==> config.mk <==
export PLATFORM = sky130hd
export DESIGN_NAME = flash_self_program_control
export DESIGN_NICKNAME = d
export VERILOG_FILES = /design/src/hdl/flash_self_program_pkg.sv /design/src/hdl/flash_self_program_control.sv
export SDC_FILE = /design/constraint.sdc
export NUM_CORES = 1
export LEC_CHECK = 0
export BUFFER_PORTS_ARGS = -buffer_cell sky130_fd_sc_hd__buf_2
export CORE_UTILIZATION = 40
export DETAILED_ROUTE_END_ITERATION = 6
export PLACE_DENSITY = 0.76
export SLEW_MARGIN = 10
export SYNTH_ARGS = -nofsm -noshare
export SYNTH_HDL_FRONTEND = slang
export SYNTH_SLANG_ARGS = --single-unit
==> constraint.sdc <==
create_clock -name clk -period 2.2 [get_ports clk]
set_input_delay 0.33 -clock clk [delete_from_list [all_inputs] [get_ports clk]]
set_output_delay 0.33 -clock clk [all_outputs]
set_load 0.005 [all_outputs]
==> src/hdl/flash_self_program_pkg.sv <==
// Constants shared by the flash self-programming sequencer
package flash_self_program_pkg;

  // ----------------------------------------------------------------
  // Address and data widths
  // ----------------------------------------------------------------
  localparam int ADDR_HIGH_W = 8;
  localparam int ADDR_LOW_W  = 16;
  localparam int ADDR_W      = ADDR_HIGH_W + ADDR_LOW_W;
  localparam int WORD_W      = 24;
  localparam int CTRL_W      = 16;
  localparam int KEY_W       = 8;

  // ----------------------------------------------------------------
  // Control register field positions and reset value
  // ----------------------------------------------------------------
  localparam int                START_BIT  = 15;
  localparam int                ERASE_BIT  = 14;
  localparam logic [CTRL_W-1:0] CTRL_RESET = 16'h0000;

  // ----------------------------------------------------------------
  // Unlock key values and program alignment
  // ----------------------------------------------------------------
  localparam logic [KEY_W-1:0] KEY_FIRST   = 8'h55;
  localparam logic [KEY_W-1:0] KEY_SECOND  = 8'haa;
  localparam logic [1:0]       PROG_ALIGN  = 2'h2;
  localparam logic [KEY_W-1:0] KEY_READ    = 8'h00;

  // ----------------------------------------------------------------
  // State encodings
  // ----------------------------------------------------------------
  typedef enum logic [1:0] {
    KEY_LOCKED   = 2'b00,
    KEY_HALF     = 2'b01,
    KEY_UNLOCKED = 2'b10
  } key_state_t;

  typedef enum logic [1:0] {
    SEQ_IDLE   = 2'b00,
    SEQ_LAUNCH = 2'b01,
    SEQ_WAIT   = 2'b10
  } seq_state_t;

endpackage : flash_self_program_pkg

==> src/hdl/flash_self_program_control.sv <==
// Run-time flash self-programming sequencer with unlock key and processor stall
//
// How it works
// RULE1: The block can either erase one page or program two instruction words in one operation.
// RULE2: The processor stall output stays high from launch until the flash reports the operation done.
// RULE3: Writing one to control bit 15 launches the operation and hardware clears that bit at completion.
// RULE4: A program target must sit on an every-other-word boundary (low address bits 10), else it is refused.
// RULE5: Software erases the page holding the target before programming it.
// RULE6: Only a write of 0x55 then 0xaa to the key register, back to back, arms the next start.
// RULE7: The key register stores nothing readable and always reads as zero.
// RULE8: Software places two no-operation instructions after the starting instruction.
// RULE9: Software waits for completion and repeats the full sequence for every operation.
// RULE10: The high and low address registers join into one 24-bit effective target address.
// RULE11: The high register gives the upper 8 address bits and the low register the lower 16.
// RULE12: A start write not immediately preceded by the unlock pair is ignored and nothing begins.
`timescale 1ns/1ps
module flash_self_program_control
  import flash_self_program_pkg::*;
(
  input  wire logic                   clk,
  input  wire logic                   reset_n,
  input  wire logic                   clk_en,
  input  wire logic                   key_write,
  input  wire logic [KEY_W-1:0]       key_data,
  input  wire logic                   other_write,
  input  wire logic                   addr_high_write,
  input  wire logic [ADDR_HIGH_W-1:0] addr_high_data,
  input  wire logic                   addr_low_write,
  input  wire logic [ADDR_LOW_W-1:0]  addr_low_data,
  input  wire logic                   control_write,
  input  wire logic [CTRL_W-1:0]      control_data,
  input  wire logic [WORD_W-1:0]      word0_data,
  input  wire logic [WORD_W-1:0]      word1_data,
  input  wire logic                   flash_done,
  output logic [CTRL_W-1:0]           nonvolatile_control_reg,
  output logic [ADDR_HIGH_W-1:0]      target_address_high_reg,
  output logic [ADDR_LOW_W-1:0]       target_address_low_reg,
  output logic [KEY_W-1:0]            unlock_key_read_reg,
  output logic                        cpu_stall_reg,
  output logic                        flash_start_reg,
  output logic                        flash_erase_reg,
  output logic [ADDR_W-1:0]           flash_addr_reg,
  output logic [WORD_W-1:0]           flash_wdata0_reg,
  output logic [WORD_W-1:0]           flash_wdata1_reg
);

  // ----------------------------------------------------------------
  // Unlock key tracking
  // ----------------------------------------------------------------
  key_state_t key_state_reg;
  key_state_t key_state_next;
  seq_state_t seq_state_reg;
  seq_state_t seq_state_next;
  logic       any_write;
  logic       busy;

  assign busy      = (seq_state_reg != SEQ_IDLE);
  assign any_write = key_write | other_write | addr_high_write | addr_low_write | control_write;

  // Every bus write while idle moves the key tracker, so the pair must be strictly consecutive
  always_comb begin
    key_state_next = key_state_reg;
    if (any_write && !busy) begin
      if (key_write && key_data == KEY_FIRST) begin
        key_state_next = KEY_HALF;                                 // [RULE6]
      end else if (key_write && key_data == KEY_SECOND && key_state_reg == KEY_HALF) begin
        key_state_next = KEY_UNLOCKED;                             // [RULE6]
      end else begin
        key_state_next = KEY_LOCKED;                               // [RULE6] [RULE12]
      end
    end
  end

  always_ff @(posedge clk or negedge reset_n) begin
    if (!reset_n) begin
      key_state_reg <= KEY_LOCKED;
    end else if (clk_en) begin
      key_state_reg <= key_state_next;
    end
  end

  // ----------------------------------------------------------------
  // Target address registers
  // ----------------------------------------------------------------
  logic [ADDR_HIGH_W-1:0] addr_high_next;
  logic [ADDR_LOW_W-1:0]  addr_low_next;
  logic [ADDR_W-1:0]      eff_addr;

  // Effective target address built from both halves
  assign eff_addr = {target_address_high_reg, target_address_low_reg}; // [RULE10] [RULE11]

  // Writes are dropped while busy; the stalled processor cannot issue them anyway
  always_comb begin
    addr_high_next = target_address_high_reg;
    addr_low_next  = target_address_low_reg;
    if (!busy) begin
      if (addr_high_write) begin
        addr_high_next = addr_high_data;                            // [RULE11]
      end
      if (addr_low_write) begin
        addr_low_next = addr_low_data;                              // [RULE11]
      end
    end
  end

  // Address halves are plain software registers, cleared by reset
  always_ff @(posedge clk or negedge reset_n) begin
    if (!reset_n) begin
      target_address_high_reg <= '0;
      target_address_low_reg  <= '0;
    end else if (clk_en) begin
      target_address_high_reg <= addr_high_next;
      target_address_low_reg  <= addr_low_next;
    end
  end

  // ----------------------------------------------------------------
  // Control register and operation sequencer
  // ----------------------------------------------------------------
  logic [CTRL_W-1:0] ctrl_next;
  logic              stall_next;
  logic              launch_ok;

  // Start is honoured only with the key armed and, for program, an aligned target
  assign launch_ok = control_write && !busy && control_data[START_BIT]
                   && key_state_reg == KEY_UNLOCKED                  // [RULE12]
                   && (control_data[ERASE_BIT] || eff_addr[1:0] == PROG_ALIGN); // [RULE4]

  // The start bit doubles as the busy flag, so it is set and cleared together with the stall.
  // A start refused while idle still stores the other control bits; software sees bit 15 read back low.
  always_comb begin
    ctrl_next      = nonvolatile_control_reg;
    seq_state_next = seq_state_reg;
    stall_next     = cpu_stall_reg;
    if (!busy && control_write) begin
      ctrl_next            = control_data;
      ctrl_next[START_BIT] = launch_ok;                             // [RULE12]
    end
    unique case (seq_state_reg)
      SEQ_IDLE: begin
        if (launch_ok) begin
          seq_state_next = SEQ_LAUNCH;                              // [RULE3]
          stall_next     = 1'b1;                                    // [RULE2]
        end
      end
      // Completion is ignored while the start pulse is still out to the macro
      SEQ_LAUNCH: begin
        seq_state_next = SEQ_WAIT;
      end
      SEQ_WAIT: begin
        if (flash_done) begin
          seq_state_next       = SEQ_IDLE;
          stall_next           = 1'b0;                              // [RULE2]
          ctrl_next[START_BIT] = 1'b0;                              // [RULE3]
        end
      end
      // The unused code falls back to idle so the processor can never stay stalled
      default: begin
        seq_state_next       = SEQ_IDLE;
        stall_next           = 1'b0;
        ctrl_next[START_BIT] = 1'b0;
      end
    endcase
  end

  // Control readback, sequencer state and stall
  always_ff @(posedge clk or negedge reset_n) begin
    if (!reset_n) begin
      nonvolatile_control_reg <= CTRL_RESET;
      seq_state_reg           <= SEQ_IDLE;
      cpu_stall_reg           <= 1'b0;
    end else if (clk_en) begin
      nonvolatile_control_reg <= ctrl_next;
      seq_state_reg           <= seq_state_next;
      cpu_stall_reg           <= stall_next;
    end
  end

  // ----------------------------------------------------------------
  // Flash macro strobe and operands
  // ----------------------------------------------------------------
  logic              start_next;
  logic              erase_next;
  logic [ADDR_W-1:0] faddr_next;
  logic [WORD_W-1:0] wd0_next;
  logic [WORD_W-1:0] wd1_next;

  // Operands are captured once at launch and then held, so they never move under a running operation
  always_comb begin
    start_next = 1'b0;
    erase_next = flash_erase_reg;
    faddr_next = flash_addr_reg;
    wd0_next   = flash_wdata0_reg;
    wd1_next   = flash_wdata1_reg;
    if (launch_ok) begin
      start_next = 1'b1;                                            // [RULE3]
      erase_next = control_data[ERASE_BIT];                         // [RULE1]
      faddr_next = eff_addr;                                        // [RULE10]
      wd0_next   = word0_data;                                      // [RULE1]
      wd1_next   = word1_data;                                      // [RULE1]
    end
  end

  // Start is a one-cycle pulse; the rest stands until the next accepted start
  always_ff @(posedge clk or negedge reset_n) begin
    if (!reset_n) begin
      flash_start_reg  <= 1'b0;
      flash_erase_reg  <= 1'b0;
      flash_addr_reg   <= '0;
      flash_wdata0_reg <= '0;
      flash_wdata1_reg <= '0;
    end else if (clk_en) begin
      flash_start_reg  <= start_next;
      flash_erase_reg  <= erase_next;
      flash_addr_reg   <= faddr_next;
      flash_wdata0_reg <= wd0_next;
      flash_wdata1_reg <= wd1_next;
    end
  end

  // ----------------------------------------------------------------
  // Key readback
  // ----------------------------------------------------------------
  // The key itself is never stored where a read could reach it
  always_ff @(posedge clk or negedge reset_n) begin
    if (!reset_n) begin
      unlock_key_read_reg <= KEY_READ;
    end else if (clk_en) begin
      unlock_key_read_reg <= KEY_READ;                              // [RULE7]
    end
  end

endmodule : flash_self_program_control

==> run metrics <==
share of total power in combinational logic ~8.4%; DIE WIDTH approximately 110 um; Final period util between 80 and 90%; maximum number of pins on one net before global-route repair 57; fmax 0.5512 GHz; CP peak stage delay ~0.4 ns; RSZ-0062 raised after global routing false; wire length on met3 686 um; final worst slack a little under 0.4 ns; CP delay by family, top flip-flops; Seq pwr share around 45%; IO Count between 200 and 250; Post-synth top cells dfrtp_1 (119), mux2_2 (85), mux2_4 (26); clock share of power 46.6%; post-cts resize count 0; critical setup path kind reg -> reg; worst vdd ir between 0.0005 and 0.0006 V; crit path cell chain nand4bb_1 > a211o_4 > buf_4 > mux2_2; I/O Buffers about 220; HP Class in -> reg; Critical path buffers and inverters 1; Iteration-0 DRC Markers 110; Internal Pwr Total ~4.2 mW; fin. max-slew vios 0; Synth Register Bits 119; DP HPWL approximately 7300 um; post-synthesis cell type count 26; via count about 3100; CP max stage cell dfrtp_1; Clock Latency Late Sink ~0.40 ns; area grow syn2layout 37.46%; vias in the first global route about 3100; Setup WS pre-CTS roughly 0.38 ns; final setup fails 0; max_cap viols 0; switching share of power a little over a fifth; Setup TNS 0 ns; Seq/Total Area, Yosys between 60% and 70%; # DRC 0; fin crit period roughly 1.8 ns; TritonCTS clock tree built; skew final approximately 0.0053 ns; Starting Density between 40% and 50%; mapped cell area 4700 sq um; share of layout cells above drive strength 1 68.75%; Core ar. ~11000 sq um; total CTS buffers 17; Congestion Overflow GR 0; routed wl met2 5100 um; Cells after Synth roughly 290; post-DR vias/cell ~4.7; CP Capture Type register; P_sw 1.140 mW; Leakage 3.652 nW; largest area contributor in the netlist dfrtp_1; die area ~12000 sq um; worst hold margin 0.1576 ns; Max Used Layer met4; most frequent cell after synthesis dfrtp_1; GP Congestion between 0.7 and 0.8; Placed Instances about 640; initial antenna violation count 0; PwrDens 823.0 nW/um^2; final wirelength between 9000 and 10000 um; Warnings, synthesis 0; global-route wire length before repair 15060 um; antenna diode count 0; R2R Setup Slk approximately 0.39 ns; Routed Antenna Nets 0; maximum clock insertion buffer count 2; fin cells 671; Slew headroom 60.28%; first-pass detailed-route iteration total 4; M1 WL between 3000 and 4000 um; total track usage 16.71%; final net count about 620; Rows 39; FFs w/ async S/R, synth 100.0%; Clock transition at path regs 0.05 ns; H-tree depth 4; worst path required time 2.48 ns; synth top area cells dfrtp_1 (63%), mux2_2 (20%), mux2_4 (8.3%), buf_4 (1.4%), buf_6 (0.96%); Worst Path Max Fanout 44; Main synth FF type dfrtp_1; Sink Count roughly 120; Synth top area share around 63%; Syn Area/Cell 16.32 sq um; wire length per cell between 10 and 15 um; Die Y ~110 um; CTS Root Buffer Type clkbuf_16; CP Launch Type register; Final Hold Fails 0; outcome finished, final reports clean; crit path DAT roughly 2.1 ns; Worst-Margin Slew 0.5959 ns; EDFF count, synth 0
-- path summary, 6_finish.rpt --
path                       depth (start not counted)                   startpoint                           to
setup / recovery                                   4             seq_state_reg[1]         flash_wdata1_reg[11]
hold / removal                                     2               word1_data[14]         flash_wdata1_reg[14]
setup reg to reg                                   4             seq_state_reg[1]         flash_wdata1_reg[11]
hold reg to reg                                    2  nonvolatile_control_reg[14]  nonvolatile_control_reg[14]
max in group asynchronous                          3                      reset_n         flash_wdata1_reg[13]
min in group asynchronous                          2                      reset_n         flash_wdata0_reg[18]
-- power groups by stage --
stage | Sequential [mW] | Clock, mW | Combinational (mW)
6_report | 2.39 | 2.48 | 0.446
5_1_grt | 2.41 | 2.64 | 0.494
4_1_cts | 2.39 | 2.54 | 0.456
3_5_place_dp | 2.43 | 0 | 0.453
3_3_place_gp | 2.42 | 0 | 0.435
2_1_floorplan | 2.43 | 0 | 0.155
-- per-layer routing --
metal | global-route usage (%) | vias up
met5 | 0 | -
met4 | 8.083 | 0
met3 | 5.938 | 18
met2 | 28.04 | 122
met1 | 18.90 | 1538
li1 | - | 1454
-- timing repair --
action,CTS,global route
setup buffers,0,0
endpoints found under the hold margin,19,0
hold buffers,1,0
-- worst register-to-register path, stage by stage (launching register included) --
cell and delay [ns]:
dfrtp_1 0.40, nand4bb_1 0.28, a211o_4 0.31, buf_4 0.30, mux2_2 0.40
-- cell families after synthesis --
logic type             synth area share, %
DFF                                  63.37
muxes                                28.89
buffers and inverters                3.780
and+or+nand+nor                      2.636
AOI/OAI and AO/OA                    1.251
other                              0.07980
-- layout by cell type (no fill, tap or decap) --
| cell | n |
|---|---|
| or4_1 | 1 |
| a21oi_1 | 1 |
| nand4bb_1 | 1 |
| a32o_1 | 1 |
| buf_2 | 218 |
| clkbuf_1 | 3 |
| clkbuf_16 | 17 |
| and2_1 | 2 |
| clkbuf_8 | 3 |
| nand4_1 | 1 |
| inv_1 | 6 |
| nand2b_1 | 1 |
| dfrtp_1 | 119 |
| nand3b_1 | 1 |
| nand2_1 | 4 |
| buf_4 | 7 |
| nor4b_1 | 1 |
| dlygate4sd3_1 | 1 |
| bufinv_16 | 1 |
| buf_12 | 1 |
| mux2_2 | 85 |
| and4b_1 | 2 |
| clkinv_2 | 4 |
| conb_1 | 8 |
| mux2_4 | 26 |
| nor2_1 | 1 |
| nor3b_1 | 2 |
| nor4bb_1 | 1 |
| o21ai_0 | 7 |
| a211o_4 | 1 |
| mux2i_1 | 1 |
-- area by class of cell --
class,count,area (sq um)
fill,958,4959
multi-input combinational,148,1579
timing repair buffer,227,1174
inverter,6,22.52
clock inverter,5,50.05
tap,143,178.9
sequential,119,2978
clock buffer,23,478.0
-- metrics by stage --
step	util [%]	area (sq um)	total power, mW
global placement	51.86	5922	2.858
detailed placement	51.86	5922	2.882
global route	56.57	6460	5.541
floorplan	-	4726	2.588
CTS	56.57	6460	5.393
finish	56.57	6460	5.317
Note: power is estimated with default switching activity, not from simulation.
